**src/common/svcg_pkg.sv**
```systemverilog
package svcg_pkg;

  // ---------------------------------------------------------------
  // Sizes and fixed-point formats
  // ---------------------------------------------------------------
  localparam int ACC_W_DEF   = 16;   // Phase accumulator width
  localparam int PTR_W       = 8;    // Table pointer width
  localparam int TABLE_DEPTH = 256;  // Words in the 60 degree table
  localparam int DATA_W      = 16;   // Compare and Q15 data width
  localparam int Q_SHIFT     = 15;   // Q15 product renormalisation

  // ---------------------------------------------------------------
  // Reset values and fixed figures
  // ---------------------------------------------------------------
  localparam logic [2:0]  SECTOR_RST  = 3'h0;
  localparam logic [2:0]  SECTOR_LAST = 3'h5;   // Six sectors, 0..5
  localparam logic [15:0] CMP_RST     = 16'h0000;
  localparam logic [15:0] SIN60_Q15   = 16'h6eda; // sin(60) in Q15
  localparam int          LATENCY     = 6;      // Enabled edges to valid

  // Table generation: angle of entry i is i * pi / (3 * 256)
  localparam longint PI_Q30    = 64'sh00000000c90fdaa2;
  localparam longint ANGLE_DIV = 64'sh0000000000000300;
  localparam longint HALF_LSB  = 64'sh0000000000004000;

  // ---------------------------------------------------------------
  // Types
  // ---------------------------------------------------------------
  typedef enum logic [2:0] {
    ST_IDLE    = 3'b000,
    ST_FETCH_Y = 3'b001,
    ST_FETCH_X = 3'b010,
    ST_CAP_X   = 3'b011,
    ST_DUTY    = 3'b100,
    ST_SCALE   = 3'b101,
    ST_MAP     = 3'b110
  } svcg_state_t;

  typedef struct packed {
    logic [15:0] phase_a;
    logic [15:0] phase_b;
    logic [15:0] phase_c;
  } svcg_cmp_t;

  // Q15 sine of table entry idx, evaluated at elaboration by a
  // fixed-point Taylor series in Q30 so no real arithmetic is needed
  function automatic logic [15:0] svcg_sine_q15(input int idx);
    longint x;
    longint x2;
    longint term;
    longint s;
    x = (longint'(idx) * PI_Q30) / ANGLE_DIV;
    x2 = (x * x) >>> 30;
    term = x;
    s = x;
    for (int k = 1; k < 6; k++) begin
      term = -((term * x2) >>> 30) / longint'((2 * k) * (2 * k + 1));
      s = s + term;
    end
    return 16'((s + HALF_LSB) >>> Q_SHIFT);
  endfunction

endpackage

```
**src/core/svcg_top.sv**
```systemverilog
`timescale 1ns/1ns
module svcg_top
  import svcg_pkg::*;
#(
  parameter int ACC_W = ACC_W_DEF
)(
  input  wire logic              MCLK,
  input  wire logic              SYS_RST,
  input  wire logic              CLK_EN,
  input  wire logic              PERIOD_START,
  input  wire logic [ACC_W-1:0]  PHASE_STEP,
  input  wire logic [DATA_W-1:0] MOD_INDEX,
  input  wire logic [DATA_W-1:0] PWM_PERIOD,
  input  wire logic              SYMMETRIC,
  output svcg_cmp_t              COMPARE,
  output logic                   COMPARE_VALID,
  output logic      [2:0]        SECTOR,
  output logic                   BUSY
);

  // ---------------------------------------------------------------
  // Declarations
  // ---------------------------------------------------------------
  svcg_state_t        state;
  svcg_state_t        next_state;
  logic [ACC_W-1:0]   acc;
  logic [ACC_W:0]     next_acc;
  logic [2:0]         sector;
  logic [PTR_W-1:0]   ptr;
  logic [PTR_W-1:0]   rom_addr;
  logic [DATA_W-1:0]  rom_data;
  logic               start_ok;
  logic               ptr_zero;
  logic [DATA_W-1:0]  period_q;
  logic [DATA_W-1:0]  mod_q;
  logic               sym_q;
  logic [DATA_W-1:0]  sin_y;
  logic [DATA_W-1:0]  sin_x;
  logic [DATA_W-1:0]  first_vector_duty;
  logic [DATA_W-1:0]  second_vector_duty;
  logic [DATA_W-1:0]  first_duty_cnt;
  logic [DATA_W-1:0]  second_duty_cnt;
  logic [DATA_W:0]    zero_raw;
  logic [DATA_W-1:0]  zero_vector_duty;
  logic [DATA_W-1:0]  base_compare_time;
  logic [2*DATA_W-1:0] prod_x;
  logic [2*DATA_W-1:0] prod_y;
  svcg_cmp_t          next_cmp;
  svcg_cmp_t          edge_cmp;

  // A period start is taken only while idle; the sequence is short
  // against any real PWM period, so a start during it is dropped
  assign start_ok = PERIOD_START && (state == ST_IDLE);
  assign next_acc = {1'b0, acc} + {1'b0, PHASE_STEP};
  assign ptr      = acc[ACC_W-1 -: PTR_W];
  assign BUSY     = (state != ST_IDLE);
  assign SECTOR   = sector;

  // ---------------------------------------------------------------
  // Phase accumulator and sector counter
  // ---------------------------------------------------------------
  // Output frequency follows step * fs / (6 * 2^ACC_W): one step of
  // a 16 bit accumulator at 24 kHz moves the vector by 0.061 Hz
  always_ff @(posedge MCLK) begin
    if (SYS_RST) begin
      acc <= '0;
    end else if (CLK_EN && start_ok) begin
      acc <= next_acc[ACC_W-1:0];
    end
  end

  // Carry out of the accumulator means the pointer wrapped the table
  always_ff @(posedge MCLK) begin
    if (SYS_RST) begin
      sector <= SECTOR_RST;
    end else if (CLK_EN && start_ok && next_acc[ACC_W]) begin
      if (sector == SECTOR_LAST) begin
        sector <= SECTOR_RST;
      end else begin
        sector <= sector + 3'h1;
      end
    end
  end

  // Snapshot of the operands so a mid-sequence change cannot mix
  always_ff @(posedge MCLK) begin
    if (SYS_RST) begin
      period_q <= '0;
      mod_q    <= '0;
      sym_q    <= 1'b0;
    end else if (CLK_EN && start_ok) begin
      period_q <= PWM_PERIOD;
      mod_q    <= MOD_INDEX;
      sym_q    <= SYMMETRIC;
    end
  end

  // ---------------------------------------------------------------
  // Sequencer
  // ---------------------------------------------------------------
  always_comb begin
    next_state = state;
    case (state)
      ST_IDLE:    if (PERIOD_START) next_state = ST_FETCH_Y;
      ST_FETCH_Y: next_state = ST_FETCH_X;
      ST_FETCH_X: next_state = ST_CAP_X;
      ST_CAP_X:   next_state = ST_DUTY;
      ST_DUTY:    next_state = ST_SCALE;
      ST_SCALE:   next_state = ST_MAP;
      ST_MAP:     next_state = ST_IDLE;
      default:    next_state = ST_IDLE;
    endcase
  end

  always_ff @(posedge MCLK) begin
    if (SYS_RST) begin
      state <= ST_IDLE;
    end else if (CLK_EN) begin
      state <= next_state;
    end
  end

  // ---------------------------------------------------------------
  // Sine table access
  // ---------------------------------------------------------------
  // sin(angle) reads entry ptr; sin(60 - angle) reads entry 256 - ptr,
  // which falls off the table at ptr 0 and is then sin(60) itself
  assign ptr_zero = (ptr == '0);

  always_comb begin
    rom_addr = ptr;
    if (state == ST_FETCH_X) begin
      rom_addr = PTR_W'(0) - ptr;
    end
  end

  svcg_sine_rom u_rom (
    .clk  (MCLK),
    .rst  (SYS_RST),
    .en   (CLK_EN),
    .addr (rom_addr),
    .data (rom_data)
  );

  // Capture both sines one cycle after their address
  always_ff @(posedge MCLK) begin
    if (SYS_RST) begin
      sin_y <= '0;
      sin_x <= '0;
    end else if (CLK_EN) begin
      if (state == ST_FETCH_X) begin
        sin_y <= rom_data;
      end
      if (state == ST_CAP_X) begin
        sin_x <= ptr_zero ? SIN60_Q15 : rom_data;
      end
    end
  end

  // ---------------------------------------------------------------
  // Duty ratios and scaling to timer counts
  // ---------------------------------------------------------------
  // One shared pair of multipliers serves both steps, trading a
  // cycle of latency for half the multiplier area
  always_comb begin
    prod_x = mod_q * sin_x;
    prod_y = mod_q * sin_y;
    if (state == ST_SCALE) begin
      prod_x = first_vector_duty * period_q;
      prod_y = second_vector_duty * period_q;
    end
  end

  always_ff @(posedge MCLK) begin
    if (SYS_RST) begin
      first_vector_duty  <= '0;
      second_vector_duty <= '0;
    end else if (CLK_EN && state == ST_DUTY) begin
      first_vector_duty  <= prod_x[Q_SHIFT +: DATA_W];
      second_vector_duty <= prod_y[Q_SHIFT +: DATA_W];
    end
  end

  always_ff @(posedge MCLK) begin
    if (SYS_RST) begin
      first_duty_cnt  <= '0;
      second_duty_cnt <= '0;
    end else if (CLK_EN && state == ST_SCALE) begin
      first_duty_cnt  <= prod_x[Q_SHIFT +: DATA_W];
      second_duty_cnt <= prod_y[Q_SHIFT +: DATA_W];
    end
  end

  // Zero duty takes what the active vectors leave of the period;
  // rounding can only push it below zero by a count, so clamp there
  assign zero_raw = {1'b0, period_q} - {1'b0, first_duty_cnt}
                  - {1'b0, second_duty_cnt};
  assign zero_vector_duty  = zero_raw[DATA_W] ? '0
                           : zero_raw[DATA_W-1:0];
  assign base_compare_time = {1'b0, zero_vector_duty[DATA_W-1:1]};

  // ---------------------------------------------------------------
  // Sector mapping to compare times
  // ---------------------------------------------------------------
  always_comb begin
    edge_cmp = '{default: '0};
    case (sector)
      3'h0: begin
        edge_cmp.phase_a = base_compare_time;
        edge_cmp.phase_b = first_duty_cnt + edge_cmp.phase_a;
        edge_cmp.phase_c = period_q - edge_cmp.phase_a;
      end
      3'h1: begin
        edge_cmp.phase_b = base_compare_time;
        edge_cmp.phase_a = second_duty_cnt + edge_cmp.phase_b;
        edge_cmp.phase_c = period_q - edge_cmp.phase_b;
      end
      3'h2: begin
        edge_cmp.phase_b = base_compare_time;
        edge_cmp.phase_c = first_duty_cnt + edge_cmp.phase_b;
        edge_cmp.phase_a = period_q - edge_cmp.phase_b;
      end
      3'h3: begin
        edge_cmp.phase_c = base_compare_time;
        edge_cmp.phase_b = second_duty_cnt + edge_cmp.phase_c;
        edge_cmp.phase_a = period_q - edge_cmp.phase_c;
      end
      3'h4: begin
        edge_cmp.phase_c = base_compare_time;
        edge_cmp.phase_a = first_duty_cnt + edge_cmp.phase_c;
        edge_cmp.phase_b = period_q - edge_cmp.phase_c;
      end
      3'h5: begin
        edge_cmp.phase_a = base_compare_time;
        edge_cmp.phase_c = second_duty_cnt + edge_cmp.phase_a;
        edge_cmp.phase_b = period_q - edge_cmp.phase_a;
      end
      default: begin
        edge_cmp = '{default: '0};
      end
    endcase
  end

  // Centre-aligned timers count up and down over the period, so each
  // compare is halved; only the final scaling differs between modes
  always_comb begin
    next_cmp = edge_cmp;
    if (sym_q) begin
      next_cmp.phase_a = {1'b0, edge_cmp.phase_a[DATA_W-1:1]};
      next_cmp.phase_b = {1'b0, edge_cmp.phase_b[DATA_W-1:1]};
      next_cmp.phase_c = {1'b0, edge_cmp.phase_c[DATA_W-1:1]};
    end
  end

  // ---------------------------------------------------------------
  // Outputs to the compare units
  // ---------------------------------------------------------------
  always_ff @(posedge MCLK) begin
    if (SYS_RST) begin
      COMPARE <= '{default: CMP_RST};
    end else if (CLK_EN && state == ST_MAP) begin
      COMPARE <= next_cmp;
    end
  end

  always_ff @(posedge MCLK) begin
    if (SYS_RST) begin
      COMPARE_VALID <= 1'b0;
    end else if (CLK_EN) begin
      COMPARE_VALID <= (state == ST_MAP);
    end
  end
endmodule

```
**src/core/svcg_sine_rom.sv**
```systemverilog
`timescale 1ns/1ns
module svcg_sine_rom
  import svcg_pkg::*;
(
  input  wire logic              clk,
  input  wire logic              rst,
  input  wire logic              en,
  input  wire logic [PTR_W-1:0]  addr,
  output logic      [DATA_W-1:0] data
);

  logic [DATA_W-1:0] table_mem [TABLE_DEPTH];

  // ---------------------------------------------------------------
  // Table contents: Q15 sine over 0..60 degrees, 0.23 degree steps
  // ---------------------------------------------------------------
  for (genvar g = 0; g < TABLE_DEPTH; g++) begin : g_fill
    assign table_mem[g] = svcg_sine_q15(g);
  end

  // Registered read keeps the table a plain synchronous ROM
  always_ff @(posedge clk) begin
    if (rst) begin
      data <= CMP_RST;
    end else if (en) begin
      data <= table_mem[addr];
    end
  end

endmodule

```
**config.mk**
```make
export PLATFORM = sky130hd
export DESIGN_NAME = svcg_top
export DESIGN_NICKNAME = d
export VERILOG_FILES = /design/src/common/svcg_pkg.sv /design/src/core/svcg_top.sv /design/src/core/svcg_sine_rom.sv
export SDC_FILE = /design/constraint.sdc
export NUM_CORES = 2
export LEC_CHECK = 0
export BUFFER_PORTS_ARGS = -buffer_cell sky130_fd_sc_hd__buf_2
export CELL_PAD_IN_SITES_DETAIL_PLACEMENT = 1
export CELL_PAD_IN_SITES_GLOBAL_PLACEMENT = 1
export CORE_MARGIN = 2
export CORE_UTILIZATION = 45
export DETAILED_ROUTE_END_ITERATION = 8
export PLACE_DENSITY = 0.75
export SLEW_MARGIN = 5
export SYNTH_ARGS = -nofsm -noshare
export SYNTH_HDL_FRONTEND = slang
export SYNTH_SLANG_ARGS = --single-unit
```
**constraint.sdc**
```tcl
create_clock -name MCLK -period 10 [get_ports MCLK]
set_input_delay 0 -clock MCLK [delete_from_list [all_inputs] [get_ports MCLK]]
set_output_delay 0 -clock MCLK [all_outputs]
set_load 0.02 [all_outputs]
```
==> impl_metrics.csv <==
group,metric,value,unit
clocking,htree_levels,1,
setup_path,critPathSlowestCell,"fa_1",
setup_path,cpMostUsedCell,"fa_1",
setup_path,worst-path-max-fanout,31,
grt,grt_max_degree,67,
sta,slew_viol_final,0,
power,leakage,25.4,nW
clocking,clkTransAtPathRegs,60,ps
yosys,ys_seq_elements,213,
sta,hold_viol,0,
finish,drive_gt1_frac,0.0546,
placed_design,hpwl,120,mm
finish,final_util,0.482,
floorplanning,die_h,331,um
sta,worst_clock_skew,46.8,ps
sta,fin_crit_sh,0.719,
floorplanning,start_util,0.452,
yosys,ys_seq_area_frac,0.0885,
grt,grt_pass1_vias,45500,
finish,nets,7158,
run_status,status,"finished clean",
clocking,cts_tree,"done",
drt,drtPass1Iterations,9,
finish,final_cell_mix,"inv_1 (986), nand2_1 (915), fa_1 (762), ha_1 (507), and2_1 (476)",
drt,wl,158,mm
yosys,syn_inst,5895,
grt,grt_overflow,0,
yosys,yosysWarningCount,0,
floorplanning,io_pins,106,
grt,antenna_found_initial,4,
clocking,numCtsBuffers,29,
sta,max_freq,139,MHz
floorplanning,rows,120,
power,powerDensity,62.5,nW/um2
drt,drt_iter0_markers,2707,
finish,postLayoutCellArea,51400,um2
finish,diodes,0,
clocking,clk_latency,630,ps
setup_path,slowest_delay,590,ps
setup_path,cp-start-kind,"register",
drt,viasPerCell,5.74,
setup_path,endpoint_kind,"register",
placed_design,placed_cell_area,49800,um2
drt,vias,41700,
finish,fillers,12900,
clocking,clk_path_buf_depth,3,
setup_path,cp.arrival,7740,ps
setup_path,crit_type,"reg2reg",
placed_design,io_buffer_count,105,
grt,grt_pass1_wl,253,mm
finish,mostFrequentLayoutCell,"inv_1",
flow_run,drv_cap,0,
yosys,synth_area_per_cell,8.17,um2
grt,grt.total_usage,0.292,
floorplanning,die_area,110000,um2
clocking,clockRootBuffer,"clkbuf_16",
sta,finalCriticalPeriod,7190,ps
yosys,ys_async_sr_fraction,0,
yosys,synthesis.nets,7217,
sta,worst_pin_slew,1160,ps
yosys,ys.flop_type,"dfxtp_1",
setup_path,crit_chain,"buf_4 -> nand2_1 -> fa_1 -> fa_1 -> fa_1 -> fa_1 -> inv_1 -> fa_1 -> inv_1 -> fa_1 -> inv_1 -> ha_1 -> a21o_1 -> a21oi_1 -> o211a_1 -> nor3_1 -> o31ai_2 -> or3b_2 -> a21oi_2 -> mux2i_1 -> o21ai_0 -> a21oi_1",
yosys,syn_area,48200,um2
yosys,synthDistinctLibCells,96,
drt,ant_nets,0,
power,ir_worst_vdd,0.109,mV
worst_hold_path,hp-class,"in2reg",
sta,finalSetupViolCount,0,
sta,finalSetupTns,0,ps
sta,worst_slack,2810,ps
floorplanning,core_area,107000,um2
sta,rsz0062_at_grt,"no",
setup_path,required,10550,ps
clocking,clock-sinks,213,
drt,wl_per_cell,21.8,um
sta,slew_headroom,0.208,
finish,areaGrowthSynthToFinish,6.65,%
yosys,synth_edf_count,0,
drt,drc,0,
clocking,post_cts.repair.setup_buffers,0,
placed_design,gp_congestion,0.926,
placed_design,dp_slack,2860,ps
floorplanning,dieWidth,331,um
[where the power goes]
group / total [W] / internal [W] / switching (W) / leakage, nW
registers: 0.000902 / 0.000868 / 0.0000344 / 1.72
clock network: 0.00110 / 0.000639 / 0.000465 / 0.468
logic: 0.00120 / 0.000399 / 0.000805 / 23.2
total: 0.00321 / 0.00191 / 0.00130 / 25.4
[final timing paths]
check | depth (start not counted) | from | end | slack (ps)
setup / recovery | 22 | period_q[1]$_SDFFE_PP0P_ | second_duty_cnt[10]$_SDFFE_PP0P_ | 2810
setup reg to reg | 22 | period_q[1]$_SDFFE_PP0P_ | second_duty_cnt[10]$_SDFFE_PP0P_ | 2810
hold reg to reg | 2 | mod_q[8]$_SDFFE_PP0P_ | mod_q[8]$_SDFFE_PP0P_ | 460
hold / removal | 6 | PHASE_STEP[2] | acc[3]$_SDFFE_PP0P_ | 70
[Yosys cell counts, drive strengths merged (14+ instances only)]
master,n,area share
a211oi,52,0.0081
a21o,51,0.0079
a21oi,325,0.034
a221oi,15,0.0027
a22oi,30,0.0048
a311oi,16,0.0030
a31oi,43,0.0056
and2,476,0.062
and3,31,0.0040
buf,44,0.0056
clkbuf,299,0.023
dfxtp,213,0.089
fa,762,0.32
ha,507,0.13
inv,988,0.077
mux2i,21,0.0044
nand2,918,0.072
nand3,66,0.0069
nor2,199,0.016
nor3,84,0.0092
o2111ai,14,0.0025
o211ai,30,0.0047
o21a,27,0.0042
o21ai,217,0.023
o221ai,22,0.0040
o22ai,17,0.0022
o311ai,14,0.0025
or3,21,0.0027
xnor2,94,0.017
xor2,45,0.0085
[routing by layer]
metal,share of wire,track usage,wire (um),up-vias
li1,-,-,-,18800
met2,0.48,0.502,76500,1149
met1,0.44,0.388,69300,21500
met5,0.00025,0,39,-
met4,0.029,0.0830,4510,6
met3,0.048,0.0315,7610,292
[cells by family (layout without fill, tap and decap cells)]
family / Yosys count / in the layout / share of synthesized area
buffers and inverters: 1334 / 1297 / 0.106
XOR/XNOR: 139 / 139 / 0.0257
AND/OR/NAND/NOR: 1888 / 1888 / 0.186
flip-flops: 213 / 213 / 0.0885
AO/OA/AOI/OAI: 1024 / 1024 / 0.138
adder cells (fa/ha/maj): 1269 / 1269 / 0.448
multiplexers: 28 / 28 / 0.00717
[worst max-delay path: cells and delay by family, from the launching register on]
family	cells	cell delay, ps
buf+inv	4	560
flops	1	440
fa+ha+maj	7	3390
mux	1	200
compound gates	7	1760
simple gates	3	770
[registers in the layout, indices dropped and copies added, names as in the netlist]
name and flops:
u_rom.data 15, mod_q 16, second_duty_cnt 16, first_vector_duty 16, COMPARE 48, first_duty_cnt 16, COMPARE_VALID 1, SECTOR 3
sin_y 15, period_q 16, sym_q 1, acc 16, sin_x 15, state 3, second_vector_duty 16
[repair_timing]
action	4_1_cts	5_1_grt
hold buffers	54	0
endpoints found under the hold margin	84	0
gates resized for setup	0	0
[cell type report]
type | count | area (um2) | share of cell area
Timing Repair Buffer | 253 | 1770 | 0.0345
Clock buffer | 38 | 790 | 0.0154
Sequential cell | 213 | 4270 | 0.0830
Tap cell | 1403 | 1760 | 0.0342
Inverter | 991 | 3720 | 0.0724
Clock inverter | 15 | 194 | 0.00378
Multi-Input combinational cell | 4348 | 38900 | 0.757
[through the flow]
| stage | power [W] | hold WS (ps) | cells |
|---|---|---|---|
| 5_1_grt | 0.00336 | 114 | 7261 |
| 3_5_place_dp | 0.00206 | 252 | 7154 |
| 4_1_cts | 0.00319 | 9.67 | 7261 |
| 3_3_place_gp | 0.00205 | 243 | 7154 |
| 2_1_floorplan | 0.00170 | 136 | 5895 |
| 6_report | 0.00321 | 68.2 | 7261 |
Power figures use the tool's default switching activity.
